<file path="src/verilog/osct_pkg.sv">
// Constants, register map and carriers of the internal oscillator select and tune block
//----------------------------------------------------------------------------
// Behaviour
//----------------------------------------------------------------------------
// Behaviour
// - RC mode drives oscillator clock over four
// - RC-with-I/O mode frees pin two as GPIO
// - Internal clock-out mode: pin one GPIO, pin two clock/4
// - Internal I/O mode: both pins GPIO, no clock
// - Fast oscillator on for nonzero select when used
// - Control bit 2 reads fast oscillator stable
// - Slow oscillator on for select zero or timers
// - Control bit 1 reads slow oscillator stable
// - Timers and monitor tick from slow oscillator
// - Five-bit signed tune value, resets to zero
// - Tune settles within 1 ms, no flag
// - Tune never alters slow oscillator timing
// - Select bits 6:4 pick one of eight clocks
// - Select resets to 110, 4 MHz, stays writable
// - One bit picks external or internal clock
// - Select bit set uses internal; clears on reset
package osct_pkg;

	//------------------------------------------------------------------------
	// Register map
	//------------------------------------------------------------------------
	localparam logic [7:0] ADDR_TUNE     = 8'h90;
	localparam logic [7:0] ADDR_CONTROL  = 8'h8C;
	localparam logic [4:0] TUNE_RESET    = 5'h00;
	localparam logic [2:0] FSEL_RESET    = 3'h6;
	localparam logic       SYSSEL_RESET  = 1'b0;
	localparam int         CTL_FSEL_LSB  = 4;
	localparam int         CTL_FAST_BIT  = 2;
	localparam int         CTL_SLOW_BIT  = 1;
	localparam int         CTL_SYSSEL_BIT = 0;
	localparam logic [2:0] FSEL_SLOW     = 3'h0;
	localparam logic [2:0] FSEL_FASTEST  = 3'h7;
	localparam int         DIVOUT_RATIO  = 4;
	localparam int         TUNE_SETTLE_US = 1000;
	localparam logic [1:0] RESP_OKAY     = 2'h0;
	localparam logic [1:0] RESP_SLVERR   = 2'h2;

	//------------------------------------------------------------------------
	// Oscillator modes held by the configuration word
	//------------------------------------------------------------------------
	typedef enum logic [2:0] {
		OSCT_MODE_LP      = 3'h0,
		OSCT_MODE_XT      = 3'h1,
		OSCT_MODE_HS      = 3'h2,
		OSCT_MODE_EC      = 3'h3,
		OSCT_MODE_INT_IO  = 3'h4,
		OSCT_MODE_INT_CLK = 3'h5,
		OSCT_MODE_RC_IO   = 3'h6,
		OSCT_MODE_RC_CLK  = 3'h7
	} osct_mode_t;

	typedef struct packed {
		logic [2:0] internal_freq_select;
		logic       system_clock_select;
	} osct_ctrl_t;

	typedef struct packed {
		logic out;
		logic oe;
	} osct_pin_t;

endpackage

</file>
<file path="src/verilog/osct_top.sv">
// Oscillator source select, postscaler, tuning register and pin muxing
`timescale 1ns/1ps
module osct_top (
	input  wire logic                aclk,              // System clock, 25 MHz
	input  wire logic                aresetn,           // Synchronous reset, active low
	input  wire logic [7:0]          s_axi_awaddr,      // Write address
	input  wire logic                s_axi_awvalid,     // Write address valid
	output logic                     s_axi_awready,     // Write address ready
	input  wire logic [31:0]         s_axi_wdata,       // Write data
	input  wire logic [3:0]          s_axi_wstrb,       // Write strobes
	input  wire logic                s_axi_wvalid,      // Write data valid
	output logic                     s_axi_wready,      // Write data ready
	output logic [1:0]               s_axi_bresp,       // Write response
	output logic                     s_axi_bvalid,      // Write response valid
	input  wire logic                s_axi_bready,      // Write response ready
	input  wire logic [7:0]          s_axi_araddr,      // Read address
	input  wire logic                s_axi_arvalid,     // Read address valid
	output logic                     s_axi_arready,     // Read address ready
	output logic [31:0]              s_axi_rdata,       // Read data
	output logic [1:0]               s_axi_rresp,       // Read response
	output logic                     s_axi_rvalid,      // Read data valid
	input  wire logic                s_axi_rready,      // Read data ready
	input  wire logic [2:0]          osc_mode,          // Configuration oscillator mode
	input  wire logic                internal_external_switchover, // Two-speed start-up
	input  wire logic                power_up_timer_en, // Power-up timer enabled
	input  wire logic                watchdog_timer_en, // Watchdog enabled
	input  wire logic                fail_safe_clock_monitor_en, // Monitor enabled
	input  wire logic                fast_internal_osc_clk, // Fast oscillator output
	input  wire logic                fast_internal_osc_ready, // Fast oscillator settled
	input  wire logic                slow_internal_osc_clk, // Slow oscillator output
	input  wire logic                slow_internal_osc_ready, // Slow oscillator settled
	input  wire logic                ext_clk_in,        // External or RC clock on pin one
	output logic                     fast_internal_osc_en, // Fast oscillator enable
	output logic                     slow_internal_osc_en, // Slow oscillator enable
	output logic [4:0]               fast_osc_trim,     // Tune code to fast oscillator
	output logic                     sys_clk_tick,      // System clock enable pulse
	output logic                     timer_tick,        // Slow tick for timers and monitor
	input  wire logic                osc_pin_one_in,    // Pin one level
	output logic                     osc_pin_one_out,   // Pin one drive
	output logic                     osc_pin_one_oe,    // Pin one drive enable
	input  wire logic                osc_pin_two_in,    // Pin two level
	output logic                     osc_pin_two_out,   // Pin two drive
	output logic                     osc_pin_two_oe,    // Pin two drive enable
	input  wire logic                gpio_one_out,      // Port drive for pin one
	input  wire logic                gpio_one_oe,       // Port enable for pin one
	input  wire logic                port_a_bit_four_out, // Port drive for pin two
	input  wire logic                port_a_bit_four_oe,  // Port enable for pin two
	output logic                     gpio_one_in,       // Pin one level to port
	output logic                     port_a_bit_four_in // Pin two level to port
);

	//------------------------------------------------------------------------
	// Input synchronisers and edge detect
	//------------------------------------------------------------------------
	localparam int NSYNC = 7;
	logic [NSYNC-1:0] sync1_r;
	logic [NSYNC-1:0] sync2_r;
	logic [2:0]       clk_last_r;
	logic             fast_edge;
	logic             slow_edge;
	logic             ext_edge;

	always_ff @(posedge aclk) begin
		if (!aresetn) begin
			sync1_r    <= '0;
			sync2_r    <= '0;
			clk_last_r <= '0;
		end else begin
			sync1_r    <= {osc_pin_two_in, osc_pin_one_in, ext_clk_in, slow_internal_osc_ready,
				slow_internal_osc_clk, fast_internal_osc_ready, fast_internal_osc_clk};
			sync2_r    <= sync1_r;
			clk_last_r <= {sync2_r[4], sync2_r[2], sync2_r[0]};
		end
	end

	assign fast_edge          = sync2_r[0] & ~clk_last_r[0];
	assign slow_edge          = sync2_r[2] & ~clk_last_r[1];
	assign ext_edge           = sync2_r[4] & ~clk_last_r[2];
	assign gpio_one_in        = sync2_r[5];
	assign port_a_bit_four_in = sync2_r[6];

	//------------------------------------------------------------------------
	// Registers
	//------------------------------------------------------------------------
	osct_pkg::osct_ctrl_t ctrl_r;
	logic [4:0]           tune_r;
	osct_pkg::osct_mode_t mode;

	assign mode = osct_pkg::osct_mode_t'(osc_mode);

	function automatic logic is_internal_mode(input osct_pkg::osct_mode_t m);
		return (m == osct_pkg::OSCT_MODE_INT_IO) || (m == osct_pkg::OSCT_MODE_INT_CLK);
	endfunction

	function automatic logic is_rc_mode(input osct_pkg::osct_mode_t m);
		return (m == osct_pkg::OSCT_MODE_RC_IO) || (m == osct_pkg::OSCT_MODE_RC_CLK);
	endfunction

	//------------------------------------------------------------------------
	// AXI4-Lite slave
	//------------------------------------------------------------------------
	logic        aw_have_r;
	logic        w_have_r;
	logic [7:0]  aw_addr_r;
	logic [31:0] w_data_r;
	logic [3:0]  w_strb_r;
	logic        wr_go;
	logic [31:0] rd_word;
	logic        rd_hit;

	assign s_axi_awready = !aw_have_r && !s_axi_bvalid;
	assign s_axi_wready  = !w_have_r && !s_axi_bvalid;
	assign s_axi_arready = !s_axi_rvalid;
	assign wr_go         = aw_have_r && w_have_r && !s_axi_bvalid;

	always_ff @(posedge aclk) begin
		if (!aresetn) begin
			aw_have_r <= 1'b0;
			w_have_r  <= 1'b0;
			aw_addr_r <= 8'h00;
			w_data_r  <= 32'h0000_0000;
			w_strb_r  <= 4'h0;
		end else begin
			if (s_axi_awvalid && s_axi_awready) begin
				aw_have_r <= 1'b1;
				aw_addr_r <= s_axi_awaddr;
			end else if (wr_go) begin
				aw_have_r <= 1'b0;
			end
			if (s_axi_wvalid && s_axi_wready) begin
				w_have_r <= 1'b1;
				w_data_r <= s_axi_wdata;
				w_strb_r <= s_axi_wstrb;
			end else if (wr_go) begin
				w_have_r <= 1'b0;
			end
		end
	end

	always_ff @(posedge aclk) begin
		if (!aresetn) begin
			s_axi_bvalid <= 1'b0;
			s_axi_bresp  <= osct_pkg::RESP_OKAY;
		end else if (wr_go) begin
			s_axi_bvalid <= 1'b1;
			s_axi_bresp  <= (aw_addr_r == osct_pkg::ADDR_TUNE || aw_addr_r == osct_pkg::ADDR_CONTROL)
				? osct_pkg::RESP_OKAY : osct_pkg::RESP_SLVERR;
		end else if (s_axi_bready) begin
			s_axi_bvalid <= 1'b0;
		end
	end

	// Tune register: only the low five bits are stored
	always_ff @(posedge aclk) begin
		if (!aresetn) begin
			tune_r <= osct_pkg::TUNE_RESET;
		end else if (wr_go && aw_addr_r == osct_pkg::ADDR_TUNE && w_strb_r[0]) begin
			tune_r <= w_data_r[4:0];
		end
	end

	always_ff @(posedge aclk) begin
		if (!aresetn) begin
			ctrl_r.internal_freq_select <= osct_pkg::FSEL_RESET;
			ctrl_r.system_clock_select  <= osct_pkg::SYSSEL_RESET;
		end else if (wr_go && aw_addr_r == osct_pkg::ADDR_CONTROL && w_strb_r[0]) begin
			ctrl_r.internal_freq_select <= w_data_r[osct_pkg::CTL_FSEL_LSB +: 3];
			ctrl_r.system_clock_select  <= w_data_r[osct_pkg::CTL_SYSSEL_BIT];
		end
	end

	always_comb begin
		rd_word = 32'h0000_0000;
		rd_hit  = 1'b1;
		unique case (s_axi_araddr)
			osct_pkg::ADDR_TUNE: begin
				rd_word[4:0] = tune_r;
			end
			osct_pkg::ADDR_CONTROL: begin
				rd_word[osct_pkg::CTL_FSEL_LSB +: 3] = ctrl_r.internal_freq_select;
				rd_word[osct_pkg::CTL_FAST_BIT]      = sync2_r[1];
				rd_word[osct_pkg::CTL_SLOW_BIT]      = sync2_r[3];
				rd_word[osct_pkg::CTL_SYSSEL_BIT]    = ctrl_r.system_clock_select;
			end
			default: begin
				rd_hit = 1'b0;
			end
		endcase
	end

	always_ff @(posedge aclk) begin
		if (!aresetn) begin
			s_axi_rvalid <= 1'b0;
			s_axi_rdata  <= 32'h0000_0000;
			s_axi_rresp  <= osct_pkg::RESP_OKAY;
		end else if (s_axi_arvalid && s_axi_arready) begin
			s_axi_rvalid <= 1'b1;
			s_axi_rdata  <= rd_word;
			s_axi_rresp  <= rd_hit ? osct_pkg::RESP_OKAY : osct_pkg::RESP_SLVERR;
		end else if (s_axi_rready) begin
			s_axi_rvalid <= 1'b0;
		end
	end

	//------------------------------------------------------------------------
	// Oscillator enables and trim
	//------------------------------------------------------------------------
	logic use_internal;
	logic fsel_slow;

	assign use_internal = ctrl_r.system_clock_select || is_internal_mode(mode);
	assign fsel_slow    = ctrl_r.internal_freq_select == osct_pkg::FSEL_SLOW;

	assign fast_internal_osc_en = !fsel_slow && (use_internal || internal_external_switchover);
	assign slow_internal_osc_en = (fsel_slow && (use_internal || internal_external_switchover))
		|| power_up_timer_en || watchdog_timer_en || fail_safe_clock_monitor_en;

	// Trim goes straight to the oscillator; it slews over up to 1 ms and raises no flag
	assign fast_osc_trim = tune_r;

	//------------------------------------------------------------------------
	// Postscaler and source multiplexer
	//------------------------------------------------------------------------
	logic [6:0] post_cnt_r;
	logic       int_tick;
	logic       src_tick;

	function automatic logic post_hit(input logic [6:0] cnt, input logic [2:0] fsel);
		logic [6:0] mask;
		mask = 7'h7F >> fsel;
		return (cnt & mask) == mask;
	endfunction

	always_ff @(posedge aclk) begin
		if (!aresetn) begin
			post_cnt_r <= 7'h00;
		end else if (fast_edge) begin
			post_cnt_r <= post_cnt_r + 7'h01;
		end
	end

	// 111 passes every fast edge, each lower code halves, 000 takes the slow oscillator
	assign int_tick = fsel_slow ? slow_edge
		: (fast_edge && post_hit(post_cnt_r, ctrl_r.internal_freq_select));
	assign src_tick = use_internal ? int_tick : ext_edge;

	always_ff @(posedge aclk) begin
		if (!aresetn) begin
			sys_clk_tick <= 1'b0;
			timer_tick   <= 1'b0;
		end else begin
			sys_clk_tick <= src_tick;
			timer_tick   <= slow_edge;
		end
	end

	//------------------------------------------------------------------------
	// Divided clock out and pin muxing
	//------------------------------------------------------------------------
	logic      div_half_r;
	logic      divout_r;
	logic      divout_mode;
	logic      pin_one_gpio;
	osct_pkg::osct_pin_t pin_two;

	always_ff @(posedge aclk) begin
		if (!aresetn) begin
			div_half_r <= 1'b0;
			divout_r   <= 1'b0;
		end else if (src_tick) begin
			div_half_r <= !div_half_r;
			if (div_half_r) begin
				divout_r <= !divout_r;
			end
		end
	end

	assign divout_mode  = (mode == osct_pkg::OSCT_MODE_RC_CLK)
		|| (mode == osct_pkg::OSCT_MODE_INT_CLK);
	assign pin_one_gpio = is_internal_mode(mode);

	always_comb begin
		pin_two.out = 1'b0;
		pin_two.oe  = 1'b0;
		if (divout_mode) begin
			pin_two.out = divout_r;
			pin_two.oe  = 1'b1;
		end else if (mode == osct_pkg::OSCT_MODE_RC_IO || is_internal_mode(mode)
			|| mode == osct_pkg::OSCT_MODE_EC) begin
			pin_two.out = port_a_bit_four_out;
			pin_two.oe  = port_a_bit_four_oe;
		end
	end

	assign osc_pin_two_out = pin_two.out;
	assign osc_pin_two_oe  = pin_two.oe;
	assign osc_pin_one_out = pin_one_gpio ? gpio_one_out : 1'b0;
	assign osc_pin_one_oe  = pin_one_gpio ? gpio_one_oe : 1'b0;
endmodule // osct_top

</file>
<file path="config.mk">
export PLATFORM = sky130hd
export DESIGN_NAME = osct_top
export DESIGN_NICKNAME = d
export VERILOG_FILES = /design/src/verilog/osct_pkg.sv /design/src/verilog/osct_top.sv
export SDC_FILE = /design/constraint.sdc
export NUM_CORES = 1
export LEC_CHECK = 0
export ABC_AREA = 1
export CAP_MARGIN = 20
export CORE_UTILIZATION = 30
export CTS_CLUSTER_DIAMETER = 40
export DETAILED_ROUTE_END_ITERATION = 8
export DONT_BUFFER_PORTS = 1
export PLACE_DENSITY = 0.53
export SYNTH_ARGS = -nofsm -noshare
export SYNTH_HDL_FRONTEND = slang
export SYNTH_SLANG_ARGS = --single-unit
</file>
<file path="constraint.sdc">
create_clock -name aclk -period 1.2 [get_ports aclk]
set_input_delay 0.06 -clock aclk [delete_from_list [all_inputs] [get_ports aclk]]
set_output_delay 0.06 -clock aclk [all_outputs]
set_load 0.05 [all_outputs]
</file>
# == After elaboration in Yosys (flattened, before gate mapping) ==
# Cells that the tools add are included.
# Widths: inputs -> output; s select.
# totals
n_memories,0
reg_bits,68
wordCells,98
rom_bits,0
latchBits,0
mem_bits_rw,0
# op_classes
shifts,1
bitwise,7
mux,20
n_reduce_logical,38
n_addsub,1
multipliers,0
div,0
eq_ne,10
n_lt_le_gt_ge,0
# op_table
op,count
$eq 8x8->1 const B,4
$logic_and 1x1->1,14
$mux 1,13
$eq 3x3->1 const B,4
$logic_or 1x1->1,10
$mux 2,5
$reduce_bool 2->1,4
$add 7x1->7 const B,1
$and 7x7->7,1
$eq 7x7->1,1
$logic_not 1->1,7
$shr 7x3->7 const A,1
$pmux 3 s2,1
$and 1x1->1,3
$eq 3x2->1 const B,1
$logic_not 3->1,1
$not 1->1,3
$pmux 1 s2,1
$reduce_and 2->1,1
$reduce_or 2->1,1

# == Depth between registers and ports, before layout ==
# Gate-level depths: netlist of the first run.
# logic_depth
word_depth,8
mapped_depth,10
depth_no_buf,10

# == Worst setup path after synthesis of the first run ==
# Ideal clock, no wire load.
# synth_path
path_kind,reg2reg
from,reg s_axi_bvalid
to,reg aw_addr_r[0]
required_time_ps,1084
path_slack_ps,-738
path_stages_with_launch,6
t_arrival_ps,1822
path_cell_list,dfxtp_1 -> nor2_1 -> nand2_1 -> buf_2 -> o21ai_0 -> nor2_1
# synth_via
elab_chain_len,3
# synth_lines
element,line,text
"start, declared",osct_top.sv:14,"output logic s_axi_bvalid,"
"start signal, assigned",osct_top.sv:142,s_axi_bvalid <= 1'b0;
"start signal, assigned",osct_top.sv:145,s_axi_bvalid <= 1'b1;
"start signal, assigned",osct_top.sv:149,s_axi_bvalid <= 1'b0;
$logic_not 1->1,osct_top.sv:111,assign s_axi_awready = !aw_have_r && !s_axi_bvalid;
$logic_and 1x1->1,osct_top.sv:111,
via s_axi_awready,osct_top.sv:8,"output logic s_axi_awready,"
$logic_and 1x1->1,osct_top.sv:124,if (s_axi_awvalid && s_axi_awready) begin
"end signal, assigned",osct_top.sv:126,aw_addr_r <= s_axi_awaddr;
"end, declared",osct_top.sv:104,logic [7:0] aw_addr_r;
# The timed path passes the listed nets, and every way through them passes these cells.
# A chain may end at the register's enable or synchronous reset.

# == Final worst setup path of the first run ==
# layout_path
from,reg ctrl_r[1] (netlist bit)
to,out slow_internal_osc_en
# layout_via
elab_chain_len,5
# layout_lines
element,line,text
"start, declared",osct_top.sv:85,osct_pkg::osct_ctrl_t ctrl_r;
$logic_not 3->1,osct_top.sv:212,assign fsel_slow = ctrl_r.internal_freq_select == osct_pkg::FSEL_SLOW;
$logic_and 1x1->1,osct_top.sv:215,assign slow_internal_osc_en = (fsel_slow && (use_internal || internal_external_switchover))
$logic_or 1x1->1 (3 in a row),osct_top.sv:216,|| power_up_timer_en || watchdog_timer_en || fail_safe_clock_monitor_en;
"end, declared",osct_top.sv:34,"output logic slow_internal_osc_en,"
# Every way passes these cells.

==> summary.txt, run 1 <==
Status
  • Outcome: finished with violations
  • Failing checks: setup timing

Min path
  • Worst hold-check path type: input port to flip-flop
  • Hold Crit Start: s_axi_araddr[5]
  • Worst Hold End: s_axi_rdata[6]
  • Worst hold stages: 5

Clock tree
  • Clk sinks: 65
  • Clock transition at the registers of the reported paths: about 0.07 ns
  • CTS max path bufs: 2
  • Clk_lat worst skew: approximately 0.33 ns
  • Clock root cell: clkbuf_8
  • H-Tree Depth: 3
  • CTS tree: done
  • TritonCTS Buffers: 9

Finish
  • Core Util, Final: between 40% and 50%
  • Area grow syn2layout: 38.3%
  • Share of post-route cells with drive strength above 1: a little over a quarter
  • Fill count: slightly above 900
  • # diodes: 0
  • Area of the multi-input gates: ~0.0013 mm2
  • Register area: approximately 0.0013 mm2
  • Nets: between 500 and 600

Setup path
  • Setup crit start kind: flip-flop
  • Crit Path Max Fanout: 3
  • Worst setup EP type: output pin
  • WP data arrival: 1.28 ns
  • Worst reg2reg path startpoint: ctrl_r[2]
  • Type of the worst setup path: flip-flop to output pin
  • Reg-to-reg slack, setup: -0.04 ns
  • Worst R2R End: divout_r
  • Reg2reg path depth: 11
  • CP required: roughly 1.1 ns

Power and ir drop
  • Maximum VDD drop: between 0.7 and 0.8 mV
  • Lkg Pwr: between 1.5 and 2 nW
  • Psw: ~1.5 mW
  • P_int: 3.69 mW
  • Comb pwr share: 17.6%
  • Clock power frac: 36.7%
  • Reg power frac: approximately 46%
  • Switch share: between 20% and 30%
  • Pwr/cell area: about 1300 mW/mm2

Logic synthesis
  • Synth Warn #: 0
  • Mapped cell area: 0.00280 mm2
  • Post-synth ARST share: 0%
  • Largest family of logic cells by synthesized area: simple AND/OR/NAND/NOR gates
  • Synth Area in XOR/XNOR: 0%
  • Share of synthesized area spent on multiplexers: 0%
  • Ys flop type: dfxtp_1
  • Post-synthesis adder-cell area fraction: 0.447%
  • Simple-Gate Fraction of Synth Area: 24.5%
  • Mapped Cells: around 380
  • Post-synth EDFFs: 0
  • Sequential area share after synthesis: 46.4%
  • Number of synthesized register bits: 65
  • Compound-gate portion of the synthesized area: around 12%
  • Post-Syn Area per Cell: about 7.4 um2
  • Synth cell types: 31

Floorplan
  • Die Wd: about 100 um
  • Initial core utilization: approximately a third
  • Die area: between 0.009 and 0.01 mm2
  • # IOs: approximately 130
  • Core Area: 0.00889 mm2
  • Row count: 34
  • Die height: roughly 99 um

STA
  • Layout Skew: 0.00605 ns
  • WHS: 0.0506 ns
  • Final Cycle Share: 112%
  • Total negative slack: -0.303 ns
  • # setup viols final: 6
  • Final hold vios: 0
  • Max Fclk: around 0.75 GHz
  • Tmin final: about 1.3 ns
  • Worst Setup Slack, final: -0.139 ns
  • RSZ-0062 raised after global routing: yes
  • Final Max Tran Viols: 0

Routing
  • Drc violations: 0
  • Via density: about 4.3
  • Pre-Repair DR Iteration Count: 4
  • Final wirelength: around 6000 um
  • First DRT Iteration DRCs: 81
  • Drt wl/cell: about 11 um
  • Via count: 2433
  • Post-DRT Antenna Nets: 0

Global routing
  • First-pass GRT wire length: 10000 um
  • Vias in the first global route: between 2000 and 2500
  • Global-route usage over all layers: between 10% and 20%
  • Initial antenna violation count: 0
  • GRT overflow: 0
  • Largest net degree at the start of global routing: between 50 and 60

Place
  • Worst slack, placed: -0.0613 ns
  • DP Wirelength: approximately 3900 um
  • IO buf count: 0
  • Routability cong.: about 0.74

Run
  • MaxCap Viol Count: 0
==> per-stage QoR <==
| step | instance area (um2) | cells | power [mW] |
|---|---|---|---|
| final | 3870 | 564 | 5.19 |
| after global routing | 3870 | 564 | 5.44 |
| after CTS | 3710 | 559 | 5.22 |
| after detailed placement | 3090 | 508 | 3.16 |
| after global placement | 3090 | 508 | 3.15 |
| after floorplan | 2950 | 405 | 3.11 |
==> cells in the final DEF (no fill, tap or decap), types with 4 or more instances in the layout <==
master	Yosys	layout
nand2_1	65	58
dfxtp_1	65	54
nor2_1	61	51
inv_1	49	45
buf_4	27	34
dlygate4sd3_1	0	30
conb_1	1	27
o21ai_1	13	20
a21oi_1	14	14
clkbuf_8	0	12
nor2_2	2	8
o21ai_0	23	8
inv_2	6	7
nand2_2	1	7
o21ai_2	0	7
dfxtp_2	0	7
nand3_1	7	6
nor2_4	2	6
nor3_1	8	6
o211ai_1	5	5
buf_6	0	5
inv_4	0	4
dfxtp_4	0	4
==> power by group through the flow <==
stage	combinational (mW)	clock, mW	sequential [mW]
after floorplan	0.625	0	2.48
final	0.911	1.91	2.37
after detailed placement	0.750	0	2.41
after CTS	0.875	1.98	2.37
after global placement	0.743	0	2.40
after global routing	0.991	2.07	2.38
==> per-layer routing <==
metal	up-vias	global-route usage, %	wire (um)
li1	1273	-	-
met1	1054	15.0	2750
met2	95	21.4	2690
met3	11	3.97	393
met4	0	7.23	119
met5	-	0	0
==> cell type report <==
type | count | area share, %
sequential | 65 | 34.2
multi-input combinational | 246 | 33.7
timing repair buffer | 72 | 17.3
inverter | 57 | 5.88
clock buffer | 14 | 4.46
tap | 108 | 3.49
clock inverter | 2 | 0.904
==> worst max-delay path: stages (launching register included) <==
cell	delay (ns)
dfxtp_2	0.34
nor2_4	0.12
nand2_2	0.07
buf_6	0.12
o21ai_4	0.13
buf_12	0.15
==> cell families (layout without fill, tap and decap cells) <==
| logic type | count (synthesis) | after routing |
|---|---|---|
| other cells | 1 | 27 |
| compound gates | 61 | 61 |
| buf+inv | 94 | 145 |
| flops | 65 | 65 |
| simple gates | 157 | 157 |
| fa+ha+maj | 1 | 1 |
==> how the worst max path moves through the flow <==
stage                 startpoint                    to  slack (ns)
floorplan           s_axi_bvalid          aw_addr_r[0]       -0.05
global placement      sync2_r[0]         post_cnt_r[5]      -0.009
detailed placement    sync2_r[0]         post_cnt_r[5]       -0.06
CTS                    ctrl_r[2]  slow_internal_osc_en       -0.15
global route           ctrl_r[1]  slow_internal_osc_en       -0.21
finish                 ctrl_r[1]  slow_internal_osc_en       -0.14
==> Yosys cell counts, types with 3 or more instances <==
cell type	instances	area [um2]
nor3_2	3	30.0
buf_2	5	25.0
nor2_1	61	229
o21ai_1	13	65.1
dfxtp_1	65	1300
a21oi_1	14	70.1
inv_1	49	184
nor3_1	8	40.0
clkbuf_1	5	18.8
nand3_2	3	30.0
o211ai_1	5	37.5
buf_4	27	203
nand2_1	65	244
inv_2	6	22.5
nand3_1	7	35.0
o21ai_0	23	115
==> timing repair <==
action / 4_1_cts / 5_1_grt
setup endpoints to repair: 11 / 32
gates cloned: 0 / 0
gates resized for setup: 22 / 39
buffers inserted: 5 / 4
pin swaps: 12 / 19
hold endpoints to repair: 60 / 3
hold buffers: 30 / 1
==> sequential cells by signal, summed over array words and instances (netlist names) <==
register       count
s_axi_rvalid       1
fast_osc_trim      5
w_strb_r           1
clk_last_r         3
sync1_r            7
div_half_r         1
s_axi_bresp        1
aw_have_r          1
s_axi_bvalid       1
w_data_r           7
s_axi_rdata        7
timer_tick         1
sync2_r            7
w_have_r           1
divout_r           1
aw_addr_r          8
post_cnt_r         6
sys_clk_tick       1
ctrl_r             4
s_axi_rresp        1
No activity file was read; power rests on OpenSTA's default activity.
==> run 2, diff against run 1 <==
--- a/config.mk
+++ b/config.mk
@@ -11,7 +11,7 @@
 export CTS_CLUSTER_DIAMETER = 40
 export DETAILED_ROUTE_END_ITERATION = 8
 export DONT_BUFFER_PORTS = 1
-export PLACE_DENSITY = 0.53
+export PLACE_DENSITY = 0.52
 export SYNTH_ARGS = -nofsm -noshare
 export SYNTH_HDL_FRONTEND = slang
 export SYNTH_SLANG_ARGS = --single-unit
==> constraint.sdc (replaced) <==
create_clock -name aclk -period 1.25 [get_ports aclk]
set_input_delay 0.0625 -clock aclk [delete_from_list [all_inputs] [get_ports aclk]]
set_output_delay 0.0625 -clock aclk [all_outputs]
set_load 0.05 [all_outputs]
==> summary.txt, run 2 (same netlist as run 1, synthesis figures left out) <==
Setup path
  • Worst setup EP type: output pin
  • Crit path depth: 5
  • Setup crit start kind: flip-flop
  • Reg2reg path depth: 11
  • Delay-heaviest family, CP: flip-flops
  • Crit Path Max Fanout: 2
  • Slowest cell on the critical path: dfxtp_4
  • Type of the worst setup path: flip-flop to output pin
  • Worst Path Buf+Inv: 2
  • CP required: 1.19 ns
  • Slowest stage delay, CP: around 0.36 ns
  • WP data arrival: 1.21 ns
  • Most common cell on crit path: nor2_4
  • Worst path cell trace: nor2_4, inv_2, nor2_4, o21ai_4, buf_12

STA
  • Max Fclk: 0.788 GHz
  • Final hold vios: 0
  • # setup viols final: 2
  • WHS: about 0.015 ns
  • Tmin final: 1.27 ns
  • Layout Skew: 0.00605 ns
  • Final Cycle Share: 102%
  • Final Max Tran Viols: 0
  • RSZ-0062 raised after global routing: yes
  • Worst Setup Slack, final: -0.0197 ns

Routing
  • Drt wl/cell: approximately 11 um
  • Final wirelength: about 6000 um
  • Via count: 2400
  • First DRT Iteration DRCs: between 80 and 90
  • Drc violations: 0
  • Post-DRT Antenna Nets: 0
  • Pre-Repair DR Iteration Count: 6
  • Via density: ~4.3

Global routing
  • Global-route usage over all layers: between 10 and 15%
  • GRT overflow: 0
  • Initial antenna violation count: 0
  • First-pass GRT wire length: between 9000 and 10000 um
  • Largest net degree at the start of global routing: 58
  • Vias in the first global route: approximately 2200

Floorplan
  • Die area: just under 0.01 mm2
  • Die height: 98.6 um
  • Die Wd: between 90 and 100 um
  • # IOs: 133
  • Initial core utilization: between 30% and 40%
  • Core Area: between 0.008 and 0.009 mm2
  • Row count: 34

Power and ir drop
  • Tot Pwr: 4.82 mW
  • Psw: roughly 1.4 mW
  • Comb pwr share: between 15 and 20%
  • Switch share: between 20% and 30%
  • Clock power frac: 35.6%
  • Pwr/cell area: roughly 1300 mW/mm2
  • Maximum VDD drop: 0.848 mV
  • P_int: about 3.4 mW
  • Lkg Pwr: about 1.7 nW
  • Reg power frac: a little under half

Finish
  • # diodes: 0
  • Most common cell after layout, fill and taps aside: nand2_1
  • Most frequent cells in the layout: 60 x nand2_1, 55 x nor2_1, 55 x dfxtp_1, 45 x inv_1, 31 x buf_4
  • Share of post-route cells with drive strength above 1: 21.7%
  • Fill count: between 900 and 1000
  • Core Util, Final: 41.7%
  • Reg with most FFs: aw_addr_r
  • Largest register FFs: 8
  • Area grow syn2layout: 32.4%
  • Nets: about 520

Clock tree
  • TritonCTS Buffers: 9
  • CTS tree: done
  • CTS max path bufs: 2
  • Clk_lat worst skew: ~0.34 ns
  • Clock root cell: clkbuf_8
  • H-Tree Depth: 3
  • Clock transition at the registers of the reported paths: 0.07 ns
  • Clk sinks: 65

Status
  • Failing checks: setup timing
  • Outcome: finished with violations

Min path
  • Worst hold-check path type: input port to flip-flop
  • Worst hold stages: 2

Place
  • Routability cong.: ~0.77
  • Worst slack, placed: around 0.0095 ns
  • DP Wirelength: slightly below 4000 um
  • IO buf count: 0

Run
  • MaxCap Viol Count: 0
-- run 2: cell count changes in the layout (fill, tap and decap cells not counted), moves of 4 or more --
cell | previous run | this run
nor2_2 | 8 | 1
o21ai_0 | 8 | 18
buf_6 | 5 | 1
o21ai_2 | 7 | 1
nor2_1 | 51 | 55
o21ai_1 | 20 | 16
-- run 2: power by group through the flow --
stage	Combinational (mW)	Sequential, mW	Clock (mW)
after global routing	0.910	2.28	1.87
after detailed placement	0.712	2.31	0
final	0.838	2.27	1.72
after CTS	0.828	2.26	1.78
after floorplan	0.596	2.38	0
after global placement	0.705	2.31	0
-- run 2: layout make-up --
| type | count | area [um2] | area share, % |
|---|---|---|---|
| Sequential cell | 65 | 1330 | 35.8 |
| Multi-Input combinational cell | 246 | 1270 | 34.1 |
| Timing Repair Buffer | 62 | 574 | 15.5 |
| Inverter | 57 | 219 | 5.90 |
| Clock buffer | 13 | 149 | 4.01 |
| Tap cell | 108 | 135 | 3.64 |
| Clock inverter | 3 | 40.0 | 1.08 |
-- run 2: per-layer routing --
layer	track usage [%]	vias to the layer above	routed length, um
li1	-	1252	-
met1	14.5	1052	2610
met2	21.5	89	2740
met3	5.53	7	417
met4	4.71	0	75
met5	0	-	0
-- run 2: repair_timing --
| action | in CTS | in global routing |
|---|---|---|
| endpoints found under the setup margin | 3 | 21 |
| gates resized for setup | 19 | 23 |
| hold buffers | 28 | 0 |
| endpoints found under the hold margin | 62 | 0 |
| pin swaps | 5 | 10 |
| buffers inserted | 4 | 2 |
-- run 2: worst paths after layout --
path                            slack [ns]     startpoint                    to
worst max register to register       -0.01      ctrl_r[2]              divout_r
worst min register to register        0.41     sync1_r[2]            sync2_r[2]
worst min-delay path                  0.01  s_axi_awvalid             aw_have_r
worst max-delay path                 -0.02      ctrl_r[0]  slow_internal_osc_en
-- run 2: through the flow --
stage / instances / area (um2) / setup TNS [ns]
2_1_floorplan: 405 / 2940 / 0
3_3_place_gp: 505 / 3060 / 0
3_5_place_dp: 505 / 3060 / 0
4_1_cts: 552 / 3630 / -0.0783
5_1_grt: 554 / 3710 / -0.601
6_report: 554 / 3710 / -0.0288
==> run 3, diff against run 2 <==
==> constraint.sdc (replaced) <==
create_clock -name aclk -period 1.25 [get_ports aclk]
set_input_delay 0 -clock aclk [delete_from_list [all_inputs] [get_ports aclk]]
set_output_delay 0 -clock aclk [all_outputs]
set_load 0.05 [all_outputs]
==> summary.txt, run 3 (same netlist as run 1, synthesis figures left out) <==
Setup path
  • Reg2reg path depth: 11
  • WP data arrival: ~1.5 ns
  • Worst reg2reg path startpoint: ctrl_r[1]
  • Worst path cell trace: nor2_4, buf_6, nor2_2, nand2_1, nand2_2, nand3_2, nand2_2, nand3_2, nand2_1, inv_1, nor2_1
  • Slowest stage delay, CP: between 0.3 and 0.4 ns
  • Crit path from: ctrl_r[1]
  • CP required: 1.52 ns
  • Crit Path Max Fanout: 4
  • Setup crit start kind: flip-flop
  • Type of the worst setup path: flip-flop to flip-flop
  • Worst setup EP type: flip-flop
  • Slowest cell on the critical path: dfxtp_4

Clock tree
  • CTS tree: done
  • Clk sinks: between 60 and 70
  • TritonCTS Buffers: 9
  • Clock root cell: clkbuf_8
  • CTS max path bufs: 2
  • Clock transition at the registers of the reported paths: 0.07 ns
  • H-Tree Depth: 3
  • Clk_lat worst skew: 0.34 ns

Finish
  • Finished Layout Cells: approximately 560
  • Share of post-route cells with drive strength above 1: 22.5%
  • Most common cell after layout, fill and taps aside: nand2_1
  • # diodes: 0
  • Area grow syn2layout: 34.3%
  • Nets: roughly 530
  • Reg with most FFs: aw_addr_r
  • Core Util, Final: a little over two fifths
  • Most frequent cells in the layout: 60 x nand2_1, 54 x dfxtp_1, 53 x nor2_1, 48 x inv_1, 34 x dlygate4sd3_1
  • Post-route cell area: ~0.0038 mm2
  • Largest register FFs: 8

Routing
  • Final wirelength: ~6000 um
  • First DRT Iteration DRCs: 109
  • Pre-Repair DR Iteration Count: 4
  • Via count: approximately 2400
  • Drc violations: 0
  • Via density: around 4.3
  • Post-DRT Antenna Nets: 0
  • Drt wl/cell: 10.6 um

Place
  • Routability cong.: 0.780
  • Cell Area, Placed: approximately 0.003 mm2
  • IO buf count: 0
  • DP Wirelength: between 3000 and 4000 um
  • Placed insts: 505

STA
  • # setup viols final: 0
  • Layout Skew: between 0.01 and 0.015 ns
  • Tmin final: between 1 and 1.5 ns
  • Final Cycle Share: between 90 and 100%
  • Final Max Tran Viols: 0
  • RSZ-0062 raised after global routing: yes
  • Final hold vios: 0
  • Max Fclk: between 0.8 and 0.9 GHz

Global routing
  • GRT overflow: 0
  • Initial antenna violation count: 0
  • Largest net degree at the start of global routing: 57
  • Vias in the first global route: ~2200
  • First-pass GRT wire length: 9430 um
  • Global-route usage over all layers: 12.3%

Power and ir drop
  • Tot Pwr: around 4.6 mW
  • Switch share: a little under a third
  • Comb pwr share: between 10% and 20%
  • Pwr/cell area: between 1000 and 1500 mW/mm2
  • Lkg Pwr: 1.75 nW
  • Clock power frac: 32.7%
  • P_int: 3.22 mW
  • Maximum VDD drop: approximately 0.73 mV
  • Reg power frac: approximately half
  • Psw: about 1.4 mW

Min path
  • Worst hold stages: 3
  • Worst hold-check path type: input port to flip-flop
  • Hold Crit Start: s_axi_arvalid

Status
  • Outcome: completed

Floorplan
  • Die height: roughly 99 um
  • Row count: 34
  • Initial core utilization: a little under a third
  • Core Area: 0.00889 mm2
  • Die area: 0.00973 mm2
  • Die Wd: a little under 100 um
  • # IOs: ~130

Run
  • MaxCap Viol Count: 0
run 3: worst paths after layout:
kind	slack (ns)	end
max reg2reg	0.006	divout_r
min reg2reg	0.41	sync2_r[4]
min	0.02	s_axi_rdata[5]
max	0.006	divout_r
run 3: repair_timing:
| item | 4_1_cts | 5_1_grt |
|---|---|---|
| gates cloned | 0 | 1 |
| setup endpoints to repair | 4 | 23 |
| hold buffers | 36 | 0 |
| hold endpoints to repair | 65 | 0 |
| setup buffers | 3 | 1 |
| pin swaps | 4 | 15 |
| resized for setup | 9 | 37 |
run 3: power by group through the flow:
| stage | sequential [mW] | combinational, mW | clock, mW |
|---|---|---|---|
| 5_1_grt | 2.28 | 0.924 | 1.67 |
| 3_5_place_dp | 2.31 | 0.702 | 0 |
| 2_1_floorplan | 2.38 | 0.596 | 0 |
| 4_1_cts | 2.27 | 0.832 | 1.58 |
| 3_3_place_gp | 2.31 | 0.695 | 0 |
| 6_report | 2.27 | 0.858 | 1.52 |
run 3: stage by stage:
step	hold slack, ns	setup slack, ns	setup TNS (ns)
3_3_place_gp	0.0999	0.0397	0
6_report	0.0197	0.00627	0
5_1_grt	0.0499	-0.114	-0.428
4_1_cts	0.0152	0.000432	0
2_1_floorplan	0.0976	0.000462	0
3_5_place_dp	0.102	0.00408	0
run 3: area by class of cell:
class | instances | area [um2]
Inverter | 57 | 220
Tap cell | 108 | 135
Clock buffer | 13 | 149
Multi-Input combinational cell | 246 | 1260
Clock inverter | 3 | 17.5
Sequential cell | 65 | 1330
Timing Repair Buffer | 69 | 653
Fill cell | 904 | 5130
run 3: routing by layer:
metal  vias to the layer above  GRT usage [%]  part of all wire [%]
met3                         6           4.96                   6.6
met1                      1055           13.9                    46
met2                        98           21.3                    47
met4                         0           3.79                  0.84
li1                       1267              -                     -
met5                         -              0                     0
run 3: worst max-delay path: cells and delay by family (launching register included):
family	cells	cell delay, ns
flip-flops	1	0.36
buffers and inverters	2	0.14
AND/OR/NAND/NOR	9	0.67
